**src/hw/dgcf_defs.vh**
```
// Constants for the DMA global control and transfer sequencer
`ifndef DGCF_DEFS_VH
`define DGCF_DEFS_VH

// ==========================================================
// Register addresses (4-bit word index on the register port)
`define DGCF_ADDR_GLOBAL 4'h8
`define DGCF_SEL_CTRL 1'b0
`define DGCF_SEL_COUNT 1'b1

// ==========================================================
// Global operation register fields
`define DGCF_G_RESET 16'h0000
`define DGCF_G_MASTER_EN 0
`define DGCF_G_NMI_FLAG 1
`define DGCF_G_ADDR_ERR 2
`define DGCF_G_PR_LO 8
`define DGCF_G_PR_HI 9

// Priority modes
`define DGCF_PR_FIX0 2'h0
`define DGCF_PR_FIX1 2'h1
`define DGCF_PR_RR 2'h2
`define DGCF_PR_RRX 2'h3

// Orders, two bits per slot, slot 0 is served first
`define DGCF_ORD_FIX0 8'h6C
`define DGCF_ORD_FIX1 8'h2D
`define DGCF_ORD_RRX 8'h1B

// ==========================================================
// Channel control register fields
`define DGCF_C_RESET 16'h0000
`define DGCF_C_CH_EN 0
`define DGCF_C_END_FLAG 1
`define DGCF_C_END_IRQ_EN 2
`define DGCF_C_TS 3
`define DGCF_C_TM 4
`define DGCF_C_EDGE_SEL 5
`define DGCF_C_RM_LO 6
`define DGCF_C_RM_HI 7
`define DGCF_C_SA 8
`define DGCF_C_WMASK 16'h01FD

// Request modes
`define DGCF_RM_AUTO 2'h0
`define DGCF_RM_EXT 2'h1
`define DGCF_RM_MOD 2'h2

// ==========================================================
// Sequencer states, one-hot
`define DGCF_ST_IDLE 2'h1
`define DGCF_ST_BUSY 2'h2

`endif

```
**src/hw/dgcf_top.v**
```verilog
// DMA global control register, channel arbitration and unit sequencing
//
// Design decisions made here: the plain strobed port and the placing of the registers.
`timescale 1ns/10ps
`default_nettype none
`include "dgcf_defs.vh"

// Overview of operation
// - Global register 16 bits, reset/standby clear
// - Reserved global bits read zero
// - Priority field picks channel among pending
// - Fixed orders 0,3,2,1 and 1,3,2,0
// - Mode 10 round-robin from 0,3,2,1
// - Mode 11 round-robin from 3,2,1,0
// - Controller address error sets flag
// - NMI event sets flag
// - Either flag blocks every channel start
// - Flags clear by read one, write zero
// - Enable needs both enables, no flags
// - Master enable low aborts all channels
// - Each request moves one unit, count-1
// - Auto mode starts without any request
// - Count zero ends, interrupt if enabled
// - Address error or NMI aborts transfers
// - Channel or master enable low aborts
// - Single/dual, burst/steal, three request sources
// - Normal end sets transfer end flag
// - Aborted end leaves end flag clear
// - Detect select: low level or falling edge
module dgcf_top #(
    parameter COUNT_W = 16
) (
    input wire clk_sys,
    input wire srst,
    input wire clk_en,
    input wire standby,
    input wire [3:0] reg_addr,
    input wire [15:0] reg_wdata,
    input wire reg_wr,
    input wire reg_rd,
    output reg [15:0] reg_rdata,
    input wire nmi_in,
    input wire [3:0] ext_req_n,
    input wire [3:0] module_req,
    output reg xfer_req,
    output reg [1:0] xfer_ch,
    output reg xfer_single,
    output reg xfer_word,
    output reg xfer_burst,
    input wire xfer_done,
    input wire xfer_addr_err,
    output wire [3:0] end_irq
);

    // ======================================================
    // Declarations
    wire clr;
    reg master_transfer_enable;
    reg nmi_abort_flag;
    reg address_error_flag;
    reg nmi_armed;
    reg err_armed;
    reg [1:0] prio;
    reg [7:0] rr_order;
    reg [7:0] next_rr;
    reg [7:0] order_cur;
    reg nmi_s1;
    reg nmi_s2;
    reg nmi_s3;
    wire nmi_event;
    wire wr_g;
    wire rd_g;
    reg [1:0] state;
    reg [1:0] cur_ch;
    reg burst_hold;
    wire [3:0] ch_ok;
    wire [3:0] pend;
    wire [3:0] burst_sel;
    wire [3:0] single_sel;
    wire [3:0] word_sel;
    wire [63:0] ctrl_all;
    wire [4*COUNT_W-1:0] count_all;
    reg [1:0] winner;
    reg found;
    reg grant;
    reg [1:0] grant_ch;
    wire unit_done;
    wire unit_abort;
    integer k;
    integer n;

    assign clr = srst | standby;

    // ======================================================
    // NMI pin synchroniser and rising edge
    assign nmi_event = nmi_s2 & ~nmi_s3;

    // ======================================================
    // Global operation register
    assign wr_g = reg_wr & (reg_addr == `DGCF_ADDR_GLOBAL);
    assign rd_g = reg_rd & (reg_addr == `DGCF_ADDR_GLOBAL);

    always @(posedge clk_sys) begin
        if (clr) begin
            master_transfer_enable <= 1'b0;
            nmi_abort_flag <= 1'b0;
            address_error_flag <= 1'b0;
            nmi_armed <= 1'b0;
            err_armed <= 1'b0;
            prio <= `DGCF_PR_FIX0;
            rr_order <= `DGCF_ORD_FIX0;
            nmi_s1 <= 1'b0;
            nmi_s2 <= 1'b0;
            nmi_s3 <= 1'b0;
        end else if (clk_en) begin
            nmi_s1 <= nmi_in;
            nmi_s2 <= nmi_s1;
            nmi_s3 <= nmi_s2;
            if (wr_g) begin
                master_transfer_enable <= reg_wdata[`DGCF_G_MASTER_EN];
                prio <= reg_wdata[`DGCF_G_PR_HI:`DGCF_G_PR_LO];
            end
            // Arming only on a read that actually returned one
            if (rd_g && address_error_flag) begin
                err_armed <= 1'b1;
            end
            if (rd_g && nmi_abort_flag) begin
                nmi_armed <= 1'b1;
            end
            if (wr_g && err_armed && !reg_wdata[`DGCF_G_ADDR_ERR]) begin
                address_error_flag <= 1'b0;
                err_armed <= 1'b0;
            end
            if (wr_g && nmi_armed && !reg_wdata[`DGCF_G_NMI_FLAG]) begin
                nmi_abort_flag <= 1'b0;
                nmi_armed <= 1'b0;
            end
            // Hardware set comes last so it beats a clear
            if (xfer_addr_err && state == `DGCF_ST_BUSY) begin
                address_error_flag <= 1'b1;
            end
            if (nmi_event) begin
                nmi_abort_flag <= 1'b1;
            end
            // Entering a round-robin mode restarts its order
            if (wr_g && reg_wdata[`DGCF_G_PR_HI:`DGCF_G_PR_LO] != prio
                && reg_wdata[`DGCF_G_PR_HI]) begin
                if (reg_wdata[`DGCF_G_PR_LO]) begin
                    rr_order <= `DGCF_ORD_RRX;
                end else begin
                    rr_order <= `DGCF_ORD_FIX0;
                end
            end else if (grant && prio[1]) begin
                rr_order <= next_rr;
            end
        end
    end

    // ======================================================
    // Per-channel control, count, request detection
    genvar gi;
    generate
        for (gi = 0; gi < 4; gi = gi + 1) begin : g_ch
            localparam [1:0] CH_ID = gi;
            reg [15:0] ctrl;
            reg [COUNT_W-1:0] count;
            reg end_armed;
            reg ext_s1;
            reg ext_s2;
            reg ext_s3;
            reg edge_pend;
            reg req_seen;
            wire wr_c;
            wire wr_n;
            wire rd_c;
            wire [1:0] rmode;
            wire mine;

            assign wr_c = reg_wr && reg_addr == {1'b0, CH_ID, `DGCF_SEL_CTRL};
            assign wr_n = reg_wr && reg_addr == {1'b0, CH_ID, `DGCF_SEL_COUNT};
            assign rd_c = reg_rd && reg_addr == {1'b0, CH_ID, `DGCF_SEL_CTRL};
            assign rmode = ctrl[`DGCF_C_RM_HI:`DGCF_C_RM_LO];
            assign mine = cur_ch == CH_ID;

            // A zero count cannot start, so a unit never wraps the count
            assign ch_ok[gi] = ctrl[`DGCF_C_CH_EN] & master_transfer_enable
                & ~ctrl[`DGCF_C_END_FLAG] & ~nmi_abort_flag
                & ~address_error_flag & (count != {COUNT_W{1'b0}});

            always @* begin
                if (rmode == `DGCF_RM_AUTO) begin
                    req_seen = 1'b1;
                end else if (rmode == `DGCF_RM_EXT) begin
                    req_seen = ctrl[`DGCF_C_EDGE_SEL] ? edge_pend
                        : ~ext_s2;
                end else if (rmode == `DGCF_RM_MOD) begin
                    req_seen = module_req[gi];
                end else begin
                    req_seen = 1'b0;
                end
            end

            assign pend[gi] = ch_ok[gi] & req_seen;
            assign burst_sel[gi] = ctrl[`DGCF_C_TM];
            assign single_sel[gi] = ctrl[`DGCF_C_SA];
            assign word_sel[gi] = ctrl[`DGCF_C_TS];
            assign ctrl_all[16*gi +: 16] = ctrl;
            assign count_all[COUNT_W*gi +: COUNT_W] = count;
            assign end_irq[gi] = ctrl[`DGCF_C_END_FLAG]
                & ctrl[`DGCF_C_END_IRQ_EN];

            always @(posedge clk_sys) begin
                if (clr) begin
                    ctrl <= `DGCF_C_RESET;
                    count <= {COUNT_W{1'b0}};
                    end_armed <= 1'b0;
                    ext_s1 <= 1'b1;
                    ext_s2 <= 1'b1;
                    ext_s3 <= 1'b1;
                    edge_pend <= 1'b0;
                end else if (clk_en) begin
                    ext_s1 <= ext_req_n[gi];
                    ext_s2 <= ext_s1;
                    ext_s3 <= ext_s2;
                    if (grant && grant_ch == CH_ID) begin
                        edge_pend <= 1'b0;
                    end
                    // Edges are remembered until a unit consumes one
                    if (ctrl[`DGCF_C_EDGE_SEL] && ext_s3 && !ext_s2) begin
                        edge_pend <= 1'b1;
                    end
                    if (wr_c) begin
                        ctrl <= (reg_wdata & `DGCF_C_WMASK)
                            | (ctrl & ~`DGCF_C_WMASK);
                    end
                    if (rd_c && ctrl[`DGCF_C_END_FLAG]) begin
                        end_armed <= 1'b1;
                    end
                    if (wr_c && end_armed && !reg_wdata[`DGCF_C_END_FLAG]) begin
                        ctrl[`DGCF_C_END_FLAG] <= 1'b0;
                        end_armed <= 1'b0;
                    end
                    if (wr_n) begin
                        count <= reg_wdata[COUNT_W-1:0];
                    end
                    if (unit_done && mine) begin
                        count <= count - 1'b1;
                        if (count == {{(COUNT_W-1){1'b0}}, 1'b1}) begin
                            ctrl[`DGCF_C_END_FLAG] <= 1'b1;
                        end
                    end
                end
            end
        end
    endgenerate

    // ======================================================
    // Arbitration
    always @* begin
        if (prio == `DGCF_PR_FIX0) begin
            order_cur = `DGCF_ORD_FIX0;
        end else if (prio == `DGCF_PR_FIX1) begin
            order_cur = `DGCF_ORD_FIX1;
        end else begin
            order_cur = rr_order;
        end
        winner = 2'h0;
        found = 1'b0;
        for (k = 0; k < 4; k = k + 1) begin
            if (!found && pend[order_cur[2*k +: 2]]) begin
                winner = order_cur[2*k +: 2];
                found = 1'b1;
            end
        end
    end

    // Served channel goes last, the rest keep their order
    always @* begin
        next_rr = 8'h00;
        n = 0;
        for (k = 0; k < 4; k = k + 1) begin
            if (rr_order[2*k +: 2] != grant_ch) begin
                next_rr[2*n +: 2] = rr_order[2*k +: 2];
                n = n + 1;
            end
        end
        next_rr[7:6] = grant_ch;
    end

    // Burst keeps the bus on the same channel while it still asks
    always @* begin
        grant = 1'b0;
        grant_ch = winner;
        if (state == `DGCF_ST_IDLE) begin
            if (burst_hold && pend[cur_ch]) begin
                grant = 1'b1;
                grant_ch = cur_ch;
            end else begin
                grant = found;
            end
        end
    end

    // ======================================================
    // Unit sequencer
    // Abort wins over a completion in the same cycle, so an
    // aborted channel never gets its end flag
    assign unit_abort = (state == `DGCF_ST_BUSY) & (~ch_ok[cur_ch]
        | nmi_event | xfer_addr_err);
    assign unit_done = (state == `DGCF_ST_BUSY) & xfer_done & ~unit_abort;

    always @(posedge clk_sys) begin
        if (clr) begin
            state <= `DGCF_ST_IDLE;
            cur_ch <= 2'h0;
            burst_hold <= 1'b0;
            xfer_req <= 1'b0;
            xfer_ch <= 2'h0;
            xfer_single <= 1'b0;
            xfer_word <= 1'b0;
            xfer_burst <= 1'b0;
        end else if (clk_en) begin
            case (state)
                `DGCF_ST_IDLE: begin
                    burst_hold <= 1'b0;
                    if (grant) begin
                        state <= `DGCF_ST_BUSY;
                        cur_ch <= grant_ch;
                        xfer_req <= 1'b1;
                        xfer_ch <= grant_ch;
                        xfer_single <= single_sel[grant_ch];
                        xfer_word <= word_sel[grant_ch];
                        xfer_burst <= burst_sel[grant_ch];
                    end
                end
                `DGCF_ST_BUSY: begin
                    if (unit_abort) begin
                        state <= `DGCF_ST_IDLE;
                        xfer_req <= 1'b0;
                    end else if (unit_done) begin
                        state <= `DGCF_ST_IDLE;
                        xfer_req <= 1'b0;
                        burst_hold <= burst_sel[cur_ch];
                    end
                end
                default: begin
                    state <= `DGCF_ST_IDLE;
                    xfer_req <= 1'b0;
                end
            endcase
        end
    end

    // ======================================================
    // Register read port, data valid in the cycle after the strobe
    always @(posedge clk_sys) begin
        if (clr) begin
            reg_rdata <= 16'h0000;
        end else if (clk_en) begin
            reg_rdata <= 16'h0000;
            if (!reg_rd) begin
                reg_rdata <= 16'h0000;
            end else if (reg_addr == `DGCF_ADDR_GLOBAL) begin
                reg_rdata <= {6'h00, prio, 5'h00, address_error_flag,
                    nmi_abort_flag, master_transfer_enable};
            end else if (reg_addr[3] == 1'b0 &&
                reg_addr[0] == `DGCF_SEL_CTRL) begin
                reg_rdata <= ctrl_all[16*reg_addr[2:1] +: 16];
            end else if (reg_addr[3] == 1'b0) begin
                reg_rdata <= {{(16-COUNT_W){1'b0}},
                    count_all[COUNT_W*reg_addr[2:1] +: COUNT_W]};
            end
        end
    end

endmodule
`default_nettype wire

```
**config.mk**
```make
export PLATFORM = sky130hd
export DESIGN_NAME = dgcf_top
export DESIGN_NICKNAME = d
export VERILOG_FILES = /design/src/hw/dgcf_top.v
export VERILOG_INCLUDE_DIRS = /design/src /design/src/hw
export SDC_FILE = /design/constraint.sdc
export NUM_CORES = 1
export LEC_CHECK = 0
export ABC_CLOCK_PERIOD_IN_PS = 7300
export BUFFER_PORTS_ARGS = -buffer_cell sky130_fd_sc_hd__buf_2
export CORE_MARGIN = 3
export CORE_UTILIZATION = 30
export CTS_BUF_LIST = sky130_fd_sc_hd__clkbuf_4 sky130_fd_sc_hd__clkbuf_8
export CTS_CLUSTER_DIAMETER = 40
export CTS_CLUSTER_SIZE = 24
export DETAILED_ROUTE_END_ITERATION = 10
export PLACE_DENSITY = 0.49
export SETUP_SLACK_MARGIN = 0.15
export SLEW_MARGIN = 20
export SYNTH_ARGS = -nofsm -noshare
export SYNTH_HDL_FRONTEND = slang
export SYNTH_SLANG_ARGS = --single-unit
```
**constraint.sdc**
```tcl
create_clock -name clk_sys -period 7.3 [get_ports clk_sys]
set_input_delay 1.46 -clock clk_sys [delete_from_list [all_inputs] [get_ports clk_sys]]
set_output_delay 1.46 -clock clk_sys [all_outputs]
set_load 0.02 [all_outputs]
```
==> run summary <==
Origin of the critical flop-to-flop path: g_ch[2].count[0]$_SDFFE_PP0P_. Excluding fillers, the count of instances in the completed layout stands at 1,738. Number of DRC violations after detailed-routing iteration 0: 724. For the number of antenna violations at the first check in global routing, the log shows 0. For the aggregate global routing overflow, the log shows 0. The most common cell in the netlist is sky130_fd_sc_hd__nor2_1. The die is 188 um tall. After synthesis, the most frequently instantiated cells are sky130_fd_sc_hd__nor2_1 (175), sky130_fd_sc_hd__dfxtp_1 (162), sky130_fd_sc_hd__nand2_1 (127). Setup repair after global routing left no endpoint under its margin. A synthesized cell averages 7.87 um^2.

The floorplan core area is 0.0326 mm^2, and the number of enable-type register cells in the synthesized netlist is 0. The first global-routing pass estimated 55,600 um of wire. Across the VDD grid, the largest voltage drop is 0.119 mV.

The fraction of power spent switching nets is 0.287, and the width of the die is 188 um. The filler cell count in the final layout was 3,519; the net count after synthesis was 1,317. Synthesis instantiated 72 different standard cells from the library. Maximum fanout count along the critical path: 6.

The buffer and inverter count on the worst path works out to 3. Final count of hold timing violations: 0. Routability-driven placement finished with a final weighted congestion of 0.859. The tree built by TritonCTS fans out to 162 sinks.

The critical path starts at g_ch[2].count[0]$_SDFFE_PP0P_. Power spread over the standard cell area amounts to 154 mW/mm^2. The worst reg-to-reg path cell count came out at 24. After detailed placement, the design holds a cell count of 1,707. For this run, design rule violations remaining after detail routing come to 0. The run gives 0.305 as the effective utilization at floorplan. The post-detailed-route via-to-cell ratio came out at 5.64.

The worst setup path category is reg2reg. The HPWL after detailed placement is 25,800 um. The tools report the capture instance of the worst register-to-register path as rr_order[0]$_SDFFE_PP0P_. The synthesis warning total is 0.

Broken down by cell family, the worst path's largest delay share belongs to simple AND/OR/NAND/NOR gates. In this run the remaining antenna-violating nets after routing total 0. The initialized floorplan defines 66 standard-cell rows.

The final layout contains 1,335 nets. The max-slew headroom at the worst pin came out at 0.253. The type of the most critical hold path is reg2reg.

During I/O placement, the number of pins put on the boundary was 63. TritonCTS built the clock tree. In this design, the stage delay of the slowest critical-path cell is 0.64 ns. The clock network power share was 0.405; the layout cell share with drive strength beyond 1 was 0.133. The largest total area in the synthesized netlist belongs to sky130_fd_sc_hd__dfxtp_1. The number of clock buffers added by TritonCTS is 17.

Across the run, the number of max-cap violations was 0. The root buffer cell was sky130_fd_sc_hd__clkbuf_8. After synthesis the netlist holds a flip-flop and latch count of 162. The logs give 0.0354 mm^2 for the die area and 0.00996 mm^2 for the post-synth design cell area.

The routed design could run at a clock period as short as 6.83 ns. The tools report the leakage power total as 4.11 nW. The critical path ends at rr_order[0]$_SDFFE_PP0P_. The later pin in the worst-skew pair is clocked with a latency of 0.50 ns.

The run finished with clean final reports. The logs give 1.22 mW for the internal power component and 0.147 GHz for the timing-limited maximum frequency. The logs give 0.075 for the part of the total power dissipated in combinational logic and 2 for the number of buffers on the longest clock path. Summed over all nets, the switching power comes to 0.492 mW. The share of synthesized registers carrying an async set or reset came out at 0.

Data on the critical path arrives at its endpoint at 7.23 ns. The tools report the startpoint class of the critical path as a flop. For the portion of the post-synthesis area used by sequential elements, the log shows 0.326. Across all layers, the routed design uses 9,799 vias.

The max-slew violation count was 0. The setup check on the worst reg-to-reg path leaves a slack of 0.47 ns. From synthesis to final layout, the design area changed by 11.3%. The number of I/O port buffers works out to 62. The transition time at the pin with the least slew margin was 1.12 ns; the deepest level of the CTS H-tree was 4. The slowest cell on the critical path was sky130_fd_sc_hd__or4_4. After clock tree synthesis, the clock-pin slew on the worst setup and hold paths is 0.12 ns. The post-route clock period utilization is 0.935.

The total stage count of the critical path is 24, and the count of final setup violators is 0. Adding up every negative setup slack in the final design gives 0 ns. The area share of the largest cell type after synthesis is 0.326.

The top flip-flop cell by instance count after synthesis was sky130_fd_sc_hd__dfxtp_1. The number of standard cells after synthesis is 1,266, and the clock skew is 0.0275 ns. The number of global-route vias before repair is 9,197, and the critical path required time is 7.71 ns. The number of search-and-repair iterations in the first detailed-routing pass is 6, and the pin count of the biggest net entering global routing is 92. For the post-CTS setup repair buffer count, the log shows 0. Critical path endpoint category: a flop. The aggregate global-route resource usage came out at 0.201. For the sequential group share of total power, the log shows 0.519.

Yosys attributes the largest share of cell area to sky130_fd_sc_hd__dfxtp_1 (33%), sky130_fd_sc_hd__nor2_1 (6.6%), sky130_fd_sc_hd__mux2i_1 (6.4%). The repair_antennas step left the layout with diodes totalling 0. The routed design has 36,200 um of wire. After detailed routing, the average wire length per cell comes to 20.8 um. Walking the worst path, the cells encountered are inv_1 -> ha_1 -> or3b_1 -> or4_4 -> and3_4 -> mux4_2 -> and3_4 -> a41o_1 -> a21o_1 -> and2_1 -> xnor2_1 -> nor3_2 -> inv_1 -> fa_1 -> inv_1 -> ha_1 -> ha_1 -> nand2b_1 -> or4_1 -> nor2_1 -> a21oi_2 -> a2111o_1 -> and3_1 -> o221a_1.
## metal layers
layer	vias up	GRT usage	share of wire
met5	-	0	0
met4	0	0.0713	0.031
met3	59	0.0307	0.051
met2	285	0.331	0.47
met1	4796	0.270	0.45
li1	4659	-	-
## layout make-up
type                            count  area (um^2)  share of cell area
Clock buffer                       19          262              0.0236
Clock inverter                     12          121              0.0109
Inverter                           27          101             0.00914
Multi-Input combinational cell    989         6310               0.569
Sequential cell                   162         3240               0.292
Tap cell                          442          553              0.0499
Timing Repair Buffer               87          498              0.0449
## through the flow
stage / total power, mW / util / setup slack [ns] / cell area (um^2) / hold slack [ns]
after floorplan: 0.986 / - / 0.739 / 9960 / 0.440
after global placement: 1.04 / 0.328 / 0.164 / 10700 / 0.451
after detailed placement: 1.04 / 0.328 / 0.0934 / 10700 / 0.460
after CTS: 1.73 / 0.339 / 0.298 / 11100 / 0.477
after global routing: 1.78 / 0.340 / 0.159 / 11100 / 0.498
final: 1.71 / 0.340 / 0.474 / 11100 / 0.474
## cell usage in the layout (no fill, tap or decap), types with 23 or more instances in the layout
cell	count
sky130_fd_sc_hd__nor2_1	173
sky130_fd_sc_hd__dfxtp_1	162
sky130_fd_sc_hd__nand2_1	127
sky130_fd_sc_hd__o21ai_0	103
sky130_fd_sc_hd__a21oi_1	100
sky130_fd_sc_hd__mux2i_1	64
sky130_fd_sc_hd__buf_2	62
sky130_fd_sc_hd__nor3_1	35
sky130_fd_sc_hd__nand3_1	35
sky130_fd_sc_hd__mux4_2	28
sky130_fd_sc_hd__inv_1	27
sky130_fd_sc_hd__nor4_1	26
sky130_fd_sc_hd__a22oi_1	26
sky130_fd_sc_hd__buf_4	25
sky130_fd_sc_hd__nor2b_1	23
## kinds of logic after synthesis
logic type	share of synthesized area
and+or+nand+nor	0.261
AOI/OAI and AO/OA	0.210
DFF	0.326
buffers and inverters	0.0443
muxes	0.136
adders and majority gates	0.0183
xor gates and xnor gates	0.00515
## worst reg2reg max path, stage by stage, from the launching register on
cell,delay (ns)
sky130_fd_sc_hd__dfxtp_1,0.38
sky130_fd_sc_hd__inv_1,0.08
sky130_fd_sc_hd__ha_1,0.18
sky130_fd_sc_hd__or3b_1,0.47
sky130_fd_sc_hd__or4_4,0.64
sky130_fd_sc_hd__and3_4,0.24
sky130_fd_sc_hd__mux4_2,0.47
sky130_fd_sc_hd__and3_4,0.21
sky130_fd_sc_hd__a41o_1,0.20
sky130_fd_sc_hd__a21o_1,0.19
sky130_fd_sc_hd__and2_1,0.24
sky130_fd_sc_hd__xnor2_1,0.17
sky130_fd_sc_hd__nor3_2,0.32
sky130_fd_sc_hd__inv_1,0.14
sky130_fd_sc_hd__fa_1,0.64
sky130_fd_sc_hd__inv_1,0.08
sky130_fd_sc_hd__ha_1,0.18
sky130_fd_sc_hd__ha_1,0.28
sky130_fd_sc_hd__nand2b_1,0.15
sky130_fd_sc_hd__or4_1,0.48
sky130_fd_sc_hd__nor2_1,0.19
sky130_fd_sc_hd__a21oi_2,0.05
sky130_fd_sc_hd__a2111o_1,0.40
sky130_fd_sc_hd__and3_1,0.18
sky130_fd_sc_hd__o221a_1,0.19
## sequential cells by signal, summed over array words and instances, names as in the netlist, 2 cells and up
name	count
g_ch.ext_s2	4
g_ch.ext_s3	4
prio	2
g_ch.ctrl	36
g_ch.count	64
cur_ch	2
g_ch.edge_pend	4
reg_rdata	16
g_ch.ext_s1	4
g_ch.end_armed	4
rr_order	8
## repair_timing
item,4_1_cts,5_1_grt
gates resized for setup,1,2
hold buffers,0,0
setup endpoints to repair,1,2
## power groups by stage
stage          clock network [mW]  logic, mW  registers, mW
2_1_floorplan                   0     0.0779          0.908
3_3_place_gp                    0      0.128          0.910
3_5_place_dp                    0      0.128          0.910
4_1_cts                     0.710      0.128          0.889
5_1_grt                     0.747      0.139          0.890
6_report                    0.694      0.129          0.889
## worst min-delay path by stage
stage,startpoint,endpoint,slack [ns],depth (start not counted)
after floorplan,g_ch[2].end_armed$_SDFFE_PP0P_,g_ch[2].end_armed$_SDFFE_PP0P_,0.44,2
after global placement,g_ch[2].end_armed$_SDFFE_PP0P_,g_ch[2].end_armed$_SDFFE_PP0P_,0.45,2
after detailed placement,reg_rdata[1]$_SDFFE_PP0P_,reg_rdata[1]$_SDFFE_PP0P_,0.46,2
after CTS,reg_rdata[3]$_SDFFE_PP0P_,reg_rdata[3]$_SDFFE_PP0P_,0.48,2
after global routing,reg_rdata[0]$_SDFFE_PP0P_,reg_rdata[0]$_SDFFE_PP0P_,0.50,2
final,reg_rdata[4]$_SDFFE_PP0P_,reg_rdata[4]$_SDFFE_PP0P_,0.47,2
Power figures use the tool's default switching activity.
